<file path="config.mk">
export PLATFORM = sky130hd
export DESIGN_NAME = i2ctrg_top
export DESIGN_NICKNAME = d
export VERILOG_FILES = /design/src/include/i2ctrg_pkg.sv /design/src/include/i2ctrg_line_if.sv /design/src/hw/i2ctrg_top.sv /design/src/hw/i2ctrg_sync.sv
export VERILOG_INCLUDE_DIRS = /design/src /design/src/include
export SDC_FILE = /design/constraint.sdc
export NUM_CORES = 1
export LEC_CHECK = 0
export CAP_MARGIN = 10
export CORE_MARGIN = 8
export CORE_UTILIZATION = 46
export CTS_BUF_LIST = sky130_fd_sc_hd__clkbuf_4 sky130_fd_sc_hd__clkbuf_8
export DETAILED_ROUTE_END_ITERATION = 6
export DONT_BUFFER_PORTS = 1
export SLEW_MARGIN = 5
export SYNTH_ARGS = -nofsm -noshare
export SYNTH_HDL_FRONTEND = slang
export SYNTH_HIERARCHICAL = 1
export SYNTH_SLANG_ARGS = --single-unit
export TNS_END_PERCENT = 30
</file>
<file path="constraint.sdc">
create_clock -name CORE_CLK -period 4.3 [get_ports CORE_CLK]
set_input_delay 0.86 -clock CORE_CLK [delete_from_list [all_inputs] [get_ports CORE_CLK]]
set_output_delay 0.86 -clock CORE_CLK [all_outputs]
set_load 0.02 [all_outputs]
</file>
<file path="src/include/i2ctrg_map.svh">
// constants of the i2c protocol trigger: codes, field positions, resets
// assumes inclusion by bare name from the package and the design modules
//
// Contract
// - a falling sda while scl is high is a start, and start mode fires there.
// - repeated-start mode fires only on a start seen while a transfer is open.
// - a rising sda while scl is high is a stop, closing the message; stop mode fires.
// - sda high on the ninth scl pulse of a byte is a nack, and nack mode fires.
// - address, write-data and read-data nacks are enabled separately; read nack is no error.
// - address triggers fire at the scl fall that ends the acknowledge after the address.
// - the address width is 7 or 10 bits and the compare pattern follows it.
// - address matches are qualified by direction: read only, write only or either.
// - address compare is exact on the lower value, or in or out of lower..upper range.
// - the data pattern is up to 64 bits msb first, compared byte by byte by value or range.
// - a programmable count of data bytes after the address is skipped before comparing.
// - address-and-data mode fires only when both match within one message.
// - a 10-bit address byte opens with 11110, then two address msbs, then direction.
// - the direction bit reads 1 as read and 0 as write.
`ifndef I2CTRG_MAP_SVH
`define I2CTRG_MAP_SVH

// trigger modes
`define I2CTRG_MODE_START     3'h0
`define I2CTRG_MODE_REPSTART  3'h1
`define I2CTRG_MODE_STOP      3'h2
`define I2CTRG_MODE_NACK      3'h3
`define I2CTRG_MODE_ADDR      3'h4
`define I2CTRG_MODE_DATA      3'h5
`define I2CTRG_MODE_ADDR_DATA 3'h6

// compare conditions
`define I2CTRG_CMP_EQUAL      2'h0
`define I2CTRG_CMP_IN_RANGE   2'h1
`define I2CTRG_CMP_OUT_RANGE  2'h2

// direction qualifier
`define I2CTRG_DIR_EITHER     2'h0
`define I2CTRG_DIR_READ       2'h1
`define I2CTRG_DIR_WRITE      2'h2

// byte layout
`define I2CTRG_HDR10          5'h1E
`define I2CTRG_BITS_PER_BYTE  4'h8
`define I2CTRG_ACK_SLOT       4'h9
`define I2CTRG_PATTERN_BITS   64
`define I2CTRG_PATTERN_BYTES  4'h8
`define I2CTRG_SYNC_RESET     2'h3

`endif

</file>
<file path="src/include/i2ctrg_pkg.sv">
// types shared by the i2c protocol trigger modules
// assumes the map header is on the include path
`include "i2ctrg_map.svh"

package i2ctrg_pkg;

    typedef enum logic [1:0] {
        PH_ADDR1,
        PH_ADDR2,
        PH_DATA
    } i2ctrg_phase_e;

    typedef struct packed {
        logic [1:0] meta;
        logic [1:0] stage;
        logic [1:0] prev;
    } i2ctrg_sync_s;

    typedef struct packed {
        logic          open;
        logic          active;
        i2ctrg_phase_e phase;
        logic [3:0]    bit_cnt;
        logic [7:0]    shift;
        logic          rnw;
        logic [7:0]    addr_lo;
        logic [1:0]    addr_hi;
        logic          addr_ok;
        logic [7:0]    data_idx;
        logic [3:0]    match_cnt;
        logic          data_done;
        logic          trigger;
        logic          nack_error;
    } i2ctrg_mon_s;

endpackage

</file>
<file path="src/include/i2ctrg_line_if.sv">
// sampled bus line state passed from the synchroniser to the monitor
// assumes both ends run on the monitor clock
interface i2ctrg_line_if;
    logic scl;
    logic sda;
    logic scl_rise;
    logic scl_fall;
    logic sda_rise;
    logic sda_fall;

    modport drv (
        output scl,
        output sda,
        output scl_rise,
        output scl_fall,
        output sda_rise,
        output sda_fall
    );

    modport mon (
        input  scl,
        input  sda,
        input  scl_rise,
        input  scl_fall,
        input  sda_rise,
        input  sda_fall
    );
endinterface

</file>
<file path="src/hw/i2ctrg_top.sv">
// passive i2c monitor: start, stop, nack, address and data triggers
// assumes scl and sda come straight from the observed bus pins
`include "i2ctrg_map.svh"

module i2ctrg_top
    import i2ctrg_pkg::*;
(
    // clock and reset
    input  wire logic        CORE_CLK,
    input  wire logic        RESET,
    input  wire logic        CLK_EN,
    // observed bus
    input  wire logic        SCL_IN,
    input  wire logic        SDA_IN,
    // trigger selection
    input  wire logic [2:0]  TRIG_MODE,
    input  wire logic        ADDR_NACK_SELECT,
    input  wire logic        WRITE_DATA_NACK_SELECT,
    input  wire logic        READ_DATA_NACK_SELECT,
    // address condition
    input  wire logic        ADDRESS_WIDTH_SELECT,
    input  wire logic [1:0]  DIRECTION_SELECT,
    input  wire logic [1:0]  ADDRESS_CONDITION,
    input  wire logic [9:0]  ADDRESS_LOWER_BOUND,
    input  wire logic [9:0]  ADDRESS_UPPER_BOUND,
    // data condition
    input  wire logic [1:0]  DATA_COMPARE_CONDITION,
    input  wire logic [63:0] DATA_LOWER_PATTERN,
    input  wire logic [63:0] DATA_UPPER_PATTERN,
    input  wire logic [3:0]  DATA_PATTERN_BYTES,
    input  wire logic [7:0]  DATA_BYTE_SKIP_COUNT,
    // results
    output logic             TRIGGER,
    output logic             NACK_ERROR,
    output logic             BUS_OPEN
);

    i2ctrg_line_if line ();

    i2ctrg_sync u_sync (
        .clk     (CORE_CLK),
        .reset   (RESET),
        .clk_en  (CLK_EN),
        .scl_pin (SCL_IN),
        .sda_pin (SDA_IN),
        .line    (line)
    );

    i2ctrg_mon_s s;
    i2ctrg_mon_s next_s;

    function automatic logic cmp_ok(
        input logic [1:0] cond,
        input logic [9:0] v,
        input logic [9:0] lo,
        input logic [9:0] hi
    );
        logic inside_range;
        inside_range = (v >= lo) && (v <= hi);
        case (cond)
            `I2CTRG_CMP_EQUAL:     cmp_ok = (v == lo);
            `I2CTRG_CMP_IN_RANGE:  cmp_ok = inside_range;
            `I2CTRG_CMP_OUT_RANGE: cmp_ok = !inside_range;
            default:               cmp_ok = 1'b0;
        endcase
    endfunction

    logic [3:0] len_eff;
    logic [9:0] addr_mask;

    // zero pattern length is taken as one byte
    assign len_eff = (DATA_PATTERN_BYTES == 4'h0) ? 4'h1 :
                     (DATA_PATTERN_BYTES > `I2CTRG_PATTERN_BYTES) ?
                     `I2CTRG_PATTERN_BYTES : DATA_PATTERN_BYTES;
    assign addr_mask = ADDRESS_WIDTH_SELECT ? 10'h3FF : 10'h07F;

    always_comb begin
        logic [9:0] a_val;
        logic       a_done;
        logic       a_rnw;
        logic       a_match;
        logic       dir_ok;
        logic [2:0] pidx;
        logic [7:0] plo;
        logic [7:0] phi;
        logic       d_match;
        logic       nack_en;
        a_val   = 10'h000;
        a_done  = 1'b0;
        a_rnw   = 1'b0;
        a_match = 1'b0;
        dir_ok  = 1'b0;
        nack_en = 1'b0;
        // pattern bytes right aligned, first compared byte is the msb
        pidx    = 3'(len_eff - 4'h1 - s.match_cnt);
        plo     = DATA_LOWER_PATTERN[{pidx, 3'b000} +: 8];
        phi     = DATA_UPPER_PATTERN[{pidx, 3'b000} +: 8];
        d_match = cmp_ok(DATA_COMPARE_CONDITION, {2'b00, s.shift},
                         {2'b00, plo}, {2'b00, phi});
        next_s = s;
        next_s.trigger    = 1'b0;
        next_s.nack_error = 1'b0;
        if (CLK_EN) begin
            if (line.sda_fall && line.scl) begin
                // start or repeated start
                if (TRIG_MODE == `I2CTRG_MODE_START) begin
                    next_s.trigger = 1'b1;
                end
                if (TRIG_MODE == `I2CTRG_MODE_REPSTART && s.open) begin
                    next_s.trigger = 1'b1;
                end
                next_s.open      = 1'b1;
                next_s.active    = 1'b1;
                next_s.phase     = PH_ADDR1;
                next_s.bit_cnt   = 4'h0;
                next_s.addr_ok   = 1'b0;
                next_s.data_idx  = 8'h00;
                next_s.match_cnt = 4'h0;
                next_s.data_done = 1'b0;
            end else if (line.sda_rise && line.scl) begin
                if (TRIG_MODE == `I2CTRG_MODE_STOP) begin
                    next_s.trigger = 1'b1;
                end
                next_s.open    = 1'b0;
                next_s.active  = 1'b0;
                next_s.bit_cnt = 4'h0;
            end else if (s.active && line.scl_rise) begin
                if (s.bit_cnt < `I2CTRG_BITS_PER_BYTE) begin
                    next_s.shift   = {s.shift[6:0], line.sda};
                    next_s.bit_cnt = s.bit_cnt + 4'h1;
                end else if (s.bit_cnt == `I2CTRG_BITS_PER_BYTE) begin
                    next_s.bit_cnt = `I2CTRG_ACK_SLOT;
                    if (line.sda) begin
                        // ninth pulse saw sda high
                        case (s.phase)
                            PH_ADDR1,
                            PH_ADDR2: nack_en = ADDR_NACK_SELECT;
                            PH_DATA:  nack_en = s.rnw ?
                                                READ_DATA_NACK_SELECT :
                                                WRITE_DATA_NACK_SELECT;
                            default:  nack_en = 1'b0;
                        endcase
                        if (TRIG_MODE == `I2CTRG_MODE_NACK && nack_en) begin
                            next_s.trigger = 1'b1;
                        end
                        // read data nack ends a read normally
                        next_s.nack_error = !(s.phase == PH_DATA && s.rnw);
                    end
                end
            end else if (s.active && line.scl_fall &&
                         s.bit_cnt == `I2CTRG_ACK_SLOT) begin
                next_s.bit_cnt = 4'h0;
                case (s.phase)
                    PH_ADDR1: begin
                        next_s.rnw = s.shift[0];
                        a_rnw      = s.shift[0];
                        if (ADDRESS_WIDTH_SELECT) begin
                            if (s.shift[7:3] == `I2CTRG_HDR10) begin
                                next_s.addr_hi = s.shift[2:1];
                                if (s.shift[0]) begin
                                    // read header repeats stored low byte
                                    a_val        = {s.shift[2:1], s.addr_lo};
                                    a_done       = 1'b1;
                                    next_s.phase = PH_DATA;
                                end else begin
                                    next_s.phase = PH_ADDR2;
                                end
                            end else begin
                                next_s.phase = PH_DATA;
                            end
                        end else begin
                            a_val        = {3'b000, s.shift[7:1]};
                            a_done       = 1'b1;
                            next_s.phase = PH_DATA;
                        end
                    end
                    PH_ADDR2: begin
                        next_s.addr_lo = s.shift;
                        a_val          = {s.addr_hi, s.shift};
                        a_rnw          = s.rnw;
                        a_done         = 1'b1;
                        next_s.phase   = PH_DATA;
                    end
                    PH_DATA: begin
                        if (s.data_idx < DATA_BYTE_SKIP_COUNT) begin
                            next_s.data_idx = s.data_idx + 8'h01;
                        end else if (!s.data_done) begin
                            if (!d_match) begin
                                next_s.data_done = 1'b1;
                            end else if (s.match_cnt + 4'h1 == len_eff) begin
                                next_s.data_done = 1'b1;
                                if (TRIG_MODE == `I2CTRG_MODE_DATA) begin
                                    next_s.trigger = 1'b1;
                                end
                                if (TRIG_MODE == `I2CTRG_MODE_ADDR_DATA &&
                                    s.addr_ok) begin
                                    next_s.trigger = 1'b1;
                                end
                            end else begin
                                next_s.match_cnt = s.match_cnt + 4'h1;
                            end
                        end
                    end
                    default: begin
                        next_s.phase = PH_DATA;
                    end
                endcase
                if (a_done) begin
                    case (DIRECTION_SELECT)
                        `I2CTRG_DIR_EITHER: dir_ok = 1'b1;
                        `I2CTRG_DIR_READ:   dir_ok = a_rnw;
                        `I2CTRG_DIR_WRITE:  dir_ok = !a_rnw;
                        default:            dir_ok = 1'b0;
                    endcase
                    a_match = dir_ok &&
                              cmp_ok(ADDRESS_CONDITION, a_val & addr_mask,
                                     ADDRESS_LOWER_BOUND & addr_mask,
                                     ADDRESS_UPPER_BOUND & addr_mask);
                    if (a_match) begin
                        next_s.addr_ok = 1'b1;
                        if (TRIG_MODE == `I2CTRG_MODE_ADDR) begin
                            next_s.trigger = 1'b1;
                        end
                    end
                end
            end
        end else begin
            next_s.trigger    = s.trigger;
            next_s.nack_error = s.nack_error;
        end
    end

    always_ff @(posedge CORE_CLK or posedge RESET) begin
        if (RESET) begin
            s <= '{open: 1'b0, active: 1'b0, phase: PH_ADDR1,
                   bit_cnt: 4'h0, shift: 8'h00, rnw: 1'b0,
                   addr_lo: 8'h00, addr_hi: 2'h0, addr_ok: 1'b0,
                   data_idx: 8'h00, match_cnt: 4'h0, data_done: 1'b0,
                   trigger: 1'b0, nack_error: 1'b0};
        end else begin
            s <= next_s;
        end
    end

    assign TRIGGER    = s.trigger;
    assign NACK_ERROR = s.nack_error;
    assign BUS_OPEN   = s.open;

endmodule

</file>
<file path="src/hw/i2ctrg_sync.sv">
// two-flop synchroniser and edge detector for scl and sda
// assumes pins are asynchronous to the clock and idle high
`include "i2ctrg_map.svh"

module i2ctrg_sync
    import i2ctrg_pkg::*;
(
    // clock and reset
    input  wire logic clk,
    input  wire logic reset,
    input  wire logic clk_en,
    // bus pins, observed only
    input  wire logic scl_pin,
    input  wire logic sda_pin,
    // sampled lines
    i2ctrg_line_if.drv line
);

    i2ctrg_sync_s s;
    i2ctrg_sync_s next_s;

    always_comb begin
        next_s = s;
        if (clk_en) begin
            next_s.meta  = {scl_pin, sda_pin};
            next_s.stage = s.meta;
            next_s.prev  = s.stage;
        end
    end

    always_ff @(posedge clk or posedge reset) begin
        if (reset) begin
            s <= '{meta: `I2CTRG_SYNC_RESET, stage: `I2CTRG_SYNC_RESET,
                   prev: `I2CTRG_SYNC_RESET};
        end else begin
            s <= next_s;
        end
    end

    // edges from second and third stages only
    assign line.scl      = s.stage[1];
    assign line.sda      = s.stage[0];
    assign line.scl_rise = clk_en & s.stage[1] & ~s.prev[1];
    assign line.scl_fall = clk_en & ~s.stage[1] & s.prev[1];
    assign line.sda_rise = clk_en & s.stage[0] & ~s.prev[0];
    assign line.sda_fall = clk_en & ~s.stage[0] & s.prev[0];

endmodule

</file>
==> flow_summary.toml, run 1 <==
[clock_tree]
cts_hold_buf = 0
max-clock-path-buffers = 2
insertion_delay_ns = 0.32
cts_root_buf = "clkbuf_8"
cts_setup_buffers = 0
numClockSinks = 48
cts_buffers = 5
cts_tree = "yes"
h-tree-depth = 2
cts_resized = 0
clkTransAtPathRegs_ns = 0.10

[setup_path]
reg2reg_depth = 17
crit_type = "in2reg"
slowest_delay_ns = 0.41
required_ns = 4.51
crit_slowest_cell = "fa_1"
reg2reg_from = "s[3]$_DFFE_PP0P_"
reg2reg_slack_ns = 0.49
end_kind = "flip-flop"
arrival_ns = 4.24
critical_path.cell_chain = "nor2_1 > nor2_1 > nor2_1 > ha_2 > fa_1 > xor2_2 > buf_12 > buf_12 > mux4_2 > mux2i_1 > ha_1 > a21oi_1 > o21ai_0 > o21a_1 > nor3_1 > buf_4 > mux2i_1 > nor3_1 > a211o_1"
rr_endpoint = "TRIGGER$_DFFE_PP0P_"
startpoint_type = "primary input"
cp_common_cell = "nor2_1"
crit_fanout = 22
critPathLaunch = "DATA_PATTERN_BYTES[1]"

[worst_hold_path]
hold_class = "reg2reg"
min_from = "s[16]$_DFFE_PP0P_"
holdPathEnd = "s[16]$_DFFE_PP0P_"
hold_depth = 1

[yosys]
synthArstFlopShare_pct = 100
syn_area_sq_mm = 0.00498
synth_edf_count = 0
synth_seq_cells = 48
synth.distinct_cells = 67
seq_area_frac_synth_pct = 24.3
yosys_warnings = 6
mappedNetlistNets = 739
syn_inst = 511
avgSynthCellArea_sq_um = 9.74
synth_ff_type = "dfrtp_1"

[timing]
worst_pin_slew_ns = 0.895
rsz0062_at_grt = "false"
setup_ws_ns = 0.272
finalSetupTns_ns = 0
setup-violations-final = 0
slew-limit-headroom_pct = 40.3
hold_violations = 0
finClkSkew_ns = 0.0155
min_period_over_period_pct = 93.7
period_minus_slack_ns = 4.03
fmax_ghz = 0.248
final_max_slew_viol_count = 0

[drt]
wl_per_cell_microns = 20.7
drc = 0
drt-total-wl_mm = 13.4
vias = 3956
viasPerCell = 6.10
ant_nets = 0
drt-pass1-iter-count = 4
first_iter_violations = 196

[layout]
final_cell_mix = "nor2_1, ha_1, dfrtp_1"
final_common_cell = "nor2_1"
syn_to_final_growth_pct = 5.91
drive_gt1_share_pct = 21.2
seq_area_sq_mm = 0.00121
multi_input_area_sq_mm = 0.00354
fin_nets = 732
n_fill_cell = 1009

[floorplanning]
initial_core_util_pct = 46.5
die_area_sq_mm = 0.0144
core-area_sq_mm = 0.0107
rows = 38
die_w_microns = 120
ios = 181
die-height_microns = 120

[grt]
antenna_found_initial = 5
overflow = 0
grt_pass1_wl_mm = 21.3
grt_max_degree = 34
grtUsageTotal_pct = 18.2
grt_pass1_vias = 4120

[pwr]
p_leak_uw = 0.00238
vdd_drop_max_uv = 423
powerDensity_mw_per_mm2 = 352

[placement]
port_buffers = 0
post-place-ws_ns = -0.0491
dpl.hpwl_mm = 11.2
place.gp.congestion = 0.841

[run_status]
status = "finished, final reports clean"

[flow_run]
drv_cap = 0
state kept, by name, indices dropped and copies added (netlist names):
name,cells
TRIGGER,1
BUS_OPEN,1
s,39
u_sync/line.sda,1
NACK_ERROR,1
u_sync/s,4
u_sync/line.scl,1
logic make-up (layout without fill, tap and decap cells):
| group | count (synthesis) | count (layout) | share of synthesized area [%] |
|---|---|---|---|
| other cells | 0 | 4 | 0 |
| mux | 81 | 81 | 25.5 |
| flops | 48 | 48 | 24.3 |
| xor+xnor | 8 | 8 | 1.41 |
| simple gates | 168 | 168 | 17.4 |
| fa+ha+maj | 50 | 50 | 12.7 |
| buf+inv | 58 | 52 | 4.73 |
| compound gates | 98 | 98 | 13.9 |
critical path, delay by kind of cell:
family | cells | cell delay (ns)
AOI/OAI and AO/OA | 4 | 0.56
xor gates and xnor gates | 1 | 0.22
adders and majority gates | 3 | 0.86
buffers and inverters | 3 | 0.47
muxes | 3 | 0.79
and+or+nand+nor | 5 | 0.46
routing by layer:
metal	vias up	routed length, microns	global-route usage (%)
met3	13	1180	6.29
met5	-	0	0
met2	153	6560	30.7
met4	0	189	6.25
li1	1893	-	-
met1	1897	5500	21.2
stage by stage:
stage	std cells	utilization (%)	power, uW	hold slack (ns)	area, sq um
after floorplan	511	-	1380	0.473	4980
after global placement	637	48.3	1560	0.489	5170
after detailed placement	637	48.3	1590	0.496	5170
after CTS	645	49.2	1880	0.518	5260
after global routing	649	49.3	2000	0.532	5270
final	649	49.3	1860	0.512	5270
cell type report:
class | count | area share (%)
Inverter | 37 | 2.64
Clock buffer | 5 | 1.31
Tap cell | 140 | 3.32
Timing Repair Buffer | 7 | 1.95
Multi-Input combinational cell | 405 | 67.2
Sequential cell | 48 | 22.9
Antenna cell | 4 | 0.190
Clock inverter | 3 | 0.451
worst max path at each step:
| stage | to | slack, ns |
|---|---|---|
| global route | s[6]$_DFFE_PP0P_ | 0.15 |
| floorplan | s[5]$_DFFE_PP0P_ | 0.02 |
| detailed placement | TRIGGER$_DFFE_PP0P_ | -0.05 |
| CTS | TRIGGER$_DFFE_PP0P_ | 0.29 |
| finish | TRIGGER$_DFFE_PP0P_ | 0.27 |
| global placement | TRIGGER$_DFFE_PP0P_ | 0.04 |
power by group:
part / internal (uW) / total [uW] / switching [uW]
Combinational: 510 / 965 / 455
Clock: 116 / 286 / 171
Sequential: 510 / 606 / 95.7
synth_stat cells, types with 2 or more instances:
| library cell | number | area [sq um] |
|---|---|---|
| a211o_1 | 5 | 43.8 |
| a211oi_1 | 5 | 37.5 |
| a21o_1 | 5 | 37.5 |
| a21oi_1 | 36 | 180 |
| a31o_2 | 3 | 26.3 |
| a31oi_1 | 3 | 18.8 |
| a32o_1 | 2 | 20.0 |
| and2_1 | 2 | 12.5 |
| and3_1 | 2 | 12.5 |
| and3b_2 | 4 | 40.0 |
| buf_1 | 2 | 7.51 |
| buf_2 | 8 | 40.0 |
| clkbuf_1 | 10 | 37.5 |
| dfrtp_1 | 42 | 1050 |
| dfstp_2 | 6 | 158 |
| ha_1 | 49 | 613 |
| inv_1 | 36 | 135 |
| mux2_2 | 24 | 270 |
| mux2_4 | 6 | 90.1 |
| mux2i_1 | 19 | 190 |
| mux4_2 | 32 | 721 |
| nand2_1 | 37 | 139 |
| nand2b_1 | 8 | 50.1 |
| nand3_1 | 12 | 60.1 |
| nand3b_1 | 2 | 15.0 |
| nand4_1 | 11 | 68.8 |
| nor2_1 | 51 | 191 |
| nor2b_1 | 12 | 75.1 |
| nor3_1 | 10 | 50.1 |
| nor3b_1 | 4 | 30.0 |
| nor4_1 | 2 | 12.5 |
| o211ai_1 | 3 | 22.5 |
| o21a_1 | 3 | 22.5 |
| o21ai_0 | 14 | 70.1 |
| o311ai_0 | 2 | 17.5 |
| or3b_2 | 2 | 17.5 |
| xnor2_1 | 7 | 61.3 |
(Power assumes the default switching activity.)
==> run 2, diff against run 1 <==
--- a/config.mk
+++ b/config.mk
@@ -8,7 +8,7 @@
 export LEC_CHECK = 0
 export CAP_MARGIN = 10
 export CORE_MARGIN = 8
-export CORE_UTILIZATION = 46
+export CORE_UTILIZATION = 24
 export CTS_BUF_LIST = sky130_fd_sc_hd__clkbuf_4 sky130_fd_sc_hd__clkbuf_8
 export DETAILED_ROUTE_END_ITERATION = 6
 export DONT_BUFFER_PORTS = 1
==> run 2 against run 1 <==
Net effect: flip-flop and latch count unchanged; register-to-register slack worse by 0.05 ns; cell count up 20%; utilization down 22 points; largest cell class unchanged; critical path depth down 1; die area up 78%; clock power up 2%; via count down 3.2%; wire length up 3.1%; global-route usage down 7.8 points; critical path type unchanged.
==> flow_summary.toml, run 2 (same netlist as run 1, synthesis figures left out) <==
[timing]
hold_violations = 0
slew-limit-headroom_pct = 42.6
final_max_slew_viol_count = 0
fmax_ghz = 0.246
min_period_over_period_pct = 94.7
setup-violations-final = 0
period_minus_slack_ns = 4.07
finClkSkew_ns = 0.0117
worst_pin_slew_ns = 0.861
rsz0062_at_grt = "false"

[layout]
reg_top3 = "s (39), u_sync/s (4)"
stdcell_area_sq_mm = 0.00544
drive_gt1_share_pct = 21.5
syn_to_final_growth_pct = 9.35
final_common_cell = "nor2_1"
largest_reg_flops = 39
largest-register = "s"
fin_nets = 734
diodes = 0
final_cell_mix = "nor2_1, ha_1, dfrtp_1"

[clock_tree]
cts_tree = "yes"
insertion_delay_ns = 0.31
cts_root_buf = "clkbuf_8"
clkTransAtPathRegs_ns = 0.10
cts_buffers = 5
numClockSinks = 48
cts_hold_buf = 0
cts_setup_buffers = 0
h-tree-depth = 2
max-clock-path-buffers = 2

[drt]
ant_nets = 0
drt-total-wl_mm = 13.8
drt-pass1-iter-count = 4
drc = 0
wl_per_cell_microns = 17.8
first_iter_violations = 181
viasPerCell = 4.93
vias = 3830

[pwr]
total_power_uw = 1870
powerDensity_mw_per_mm2 = 343
vdd_drop_max_uv = 329
p_sw_share_pct = 38.3
p_comb_share_pct = 50.3
switching_power_uw = 715
p_int_uw = 1150
seqPwrFrac_pct = 34.0
p_clk_share_pct = 15.7
p_leak_uw = 0.00239

[run_status]
status = "finished, final reports clean"

[setup_path]
reg2reg_depth = 16
crit_fanout = 32
crit_type = "in2reg"
arrival_ns = 4.28
required_ns = 4.51
startpoint_type = "primary input"
end_kind = "flip-flop"

[grt]
overflow = 0
grt_max_degree = 33
antenna_found_initial = 0
grt_pass1_vias = 3990
grt_pass1_wl_mm = 21.8
grtUsageTotal_pct = 10.4

[floorplanning]
core-area_sq_mm = 0.0203
die_w_microns = 160
initial_core_util_pct = 24.5
die-height_microns = 160
rows = 52
die_area_sq_mm = 0.0256
ios = 181

[placement]
dpl.hpwl_mm = 11.9
place.gp.congestion = 0.776
dpl_cell_area_sq_mm = 0.00534
port_buffers = 0

[worst_hold_path]
hold_depth = 1
hold_class = "reg2reg"

[flow_run]
drv_cap = 0
## run 2: final cells by class
| type | count | area, sq um |
|---|---|---|
| Fill cell | 2154 | 14900 |
| Multi-Input combinational cell | 405 | 3550 |
| Sequential cell | 48 | 1210 |
| Tap cell | 270 | 338 |
| Inverter | 37 | 139 |
| Timing Repair Buffer | 9 | 105 |
| Clock buffer | 6 | 82.6 |
| Clock inverter | 2 | 15.0 |
## run 2: repair_timing
action,CTS,global route
setup endpoints to repair,0,1
gates resized for setup,0,1
hold endpoints to repair,0,0
## run 2: final timing paths
check | endpoint | slack [ns] | startpoint
setup / recovery | TRIGGER$_DFFE_PP0P_ | 0.23 | DATA_PATTERN_BYTES[1]
hold / removal | s[20]$_DFFE_PP0P_ | 0.52 | s[20]$_DFFE_PP0P_
setup reg to reg | TRIGGER$_DFFE_PP0P_ | 0.44 | s[3]$_DFFE_PP0P_
hold reg to reg | s[20]$_DFFE_PP0P_ | 0.52 | s[20]$_DFFE_PP0P_
max in group asynchronous | s[19]$_DFFE_PP0P_ | 2.87 | RESET
min in group asynchronous | u_sync/s[4]$_DFFE_PP1P_ | 0.57 | RESET
## run 2: power by group through the flow
stage	registers [uW]	logic [uW]	clock network, uW
final	635	938	292
after global routing	653	1050	323
after CTS	637	955	304
after detailed placement	646	953	0
after global placement	646	945	0
after floorplan	572	809	0
## run 2: metrics by stage
| stage | utilization [%] | hold WS [ns] | setup TNS [ns] | setup slack [ns] | std cells |
|---|---|---|---|---|---|
| after CTS | 26.8 | 0.525 | 0 | 0.194 | 777 |
| after global placement | 26.3 | 0.493 | -0.637 | -0.129 | 769 |
| after global routing | 26.8 | 0.543 | 0 | 0.00367 | 777 |
| after detailed placement | 26.3 | 0.502 | -0.621 | -0.131 | 769 |
| after floorplan | - | 0.473 | 0 | 0.0163 | 511 |
| final | 26.8 | 0.519 | 0 | 0.228 | 777 |
## run 2: worst max-delay path, stage by stage
cell     delay, ns
nor2_1        0.02
nor2_1        0.08
nor2_1        0.05
ha_2          0.16
fa_1          0.45
xor2_4        0.21
buf_12        0.21
mux4_2        0.31
mux2_2        0.28
ha_1          0.29
nor3b_1       0.05
o21ai_0       0.16
a21oi_1       0.09
nor3_1        0.23
buf_4         0.16
mux2i_1       0.31
nor3_1        0.11
a211o_1       0.23
## run 2: metal layers
metal  wire length [microns]  track usage, %  share of wire (%)  vias up
li1                        -               -                  -     1905
met1                    6060            12.6                 44     1762
met2                    6600            17.8                 48      158
met3                    1100            3.37                7.9        5
met4                      82            2.04               0.59        0
met5                       0               0                  0        -
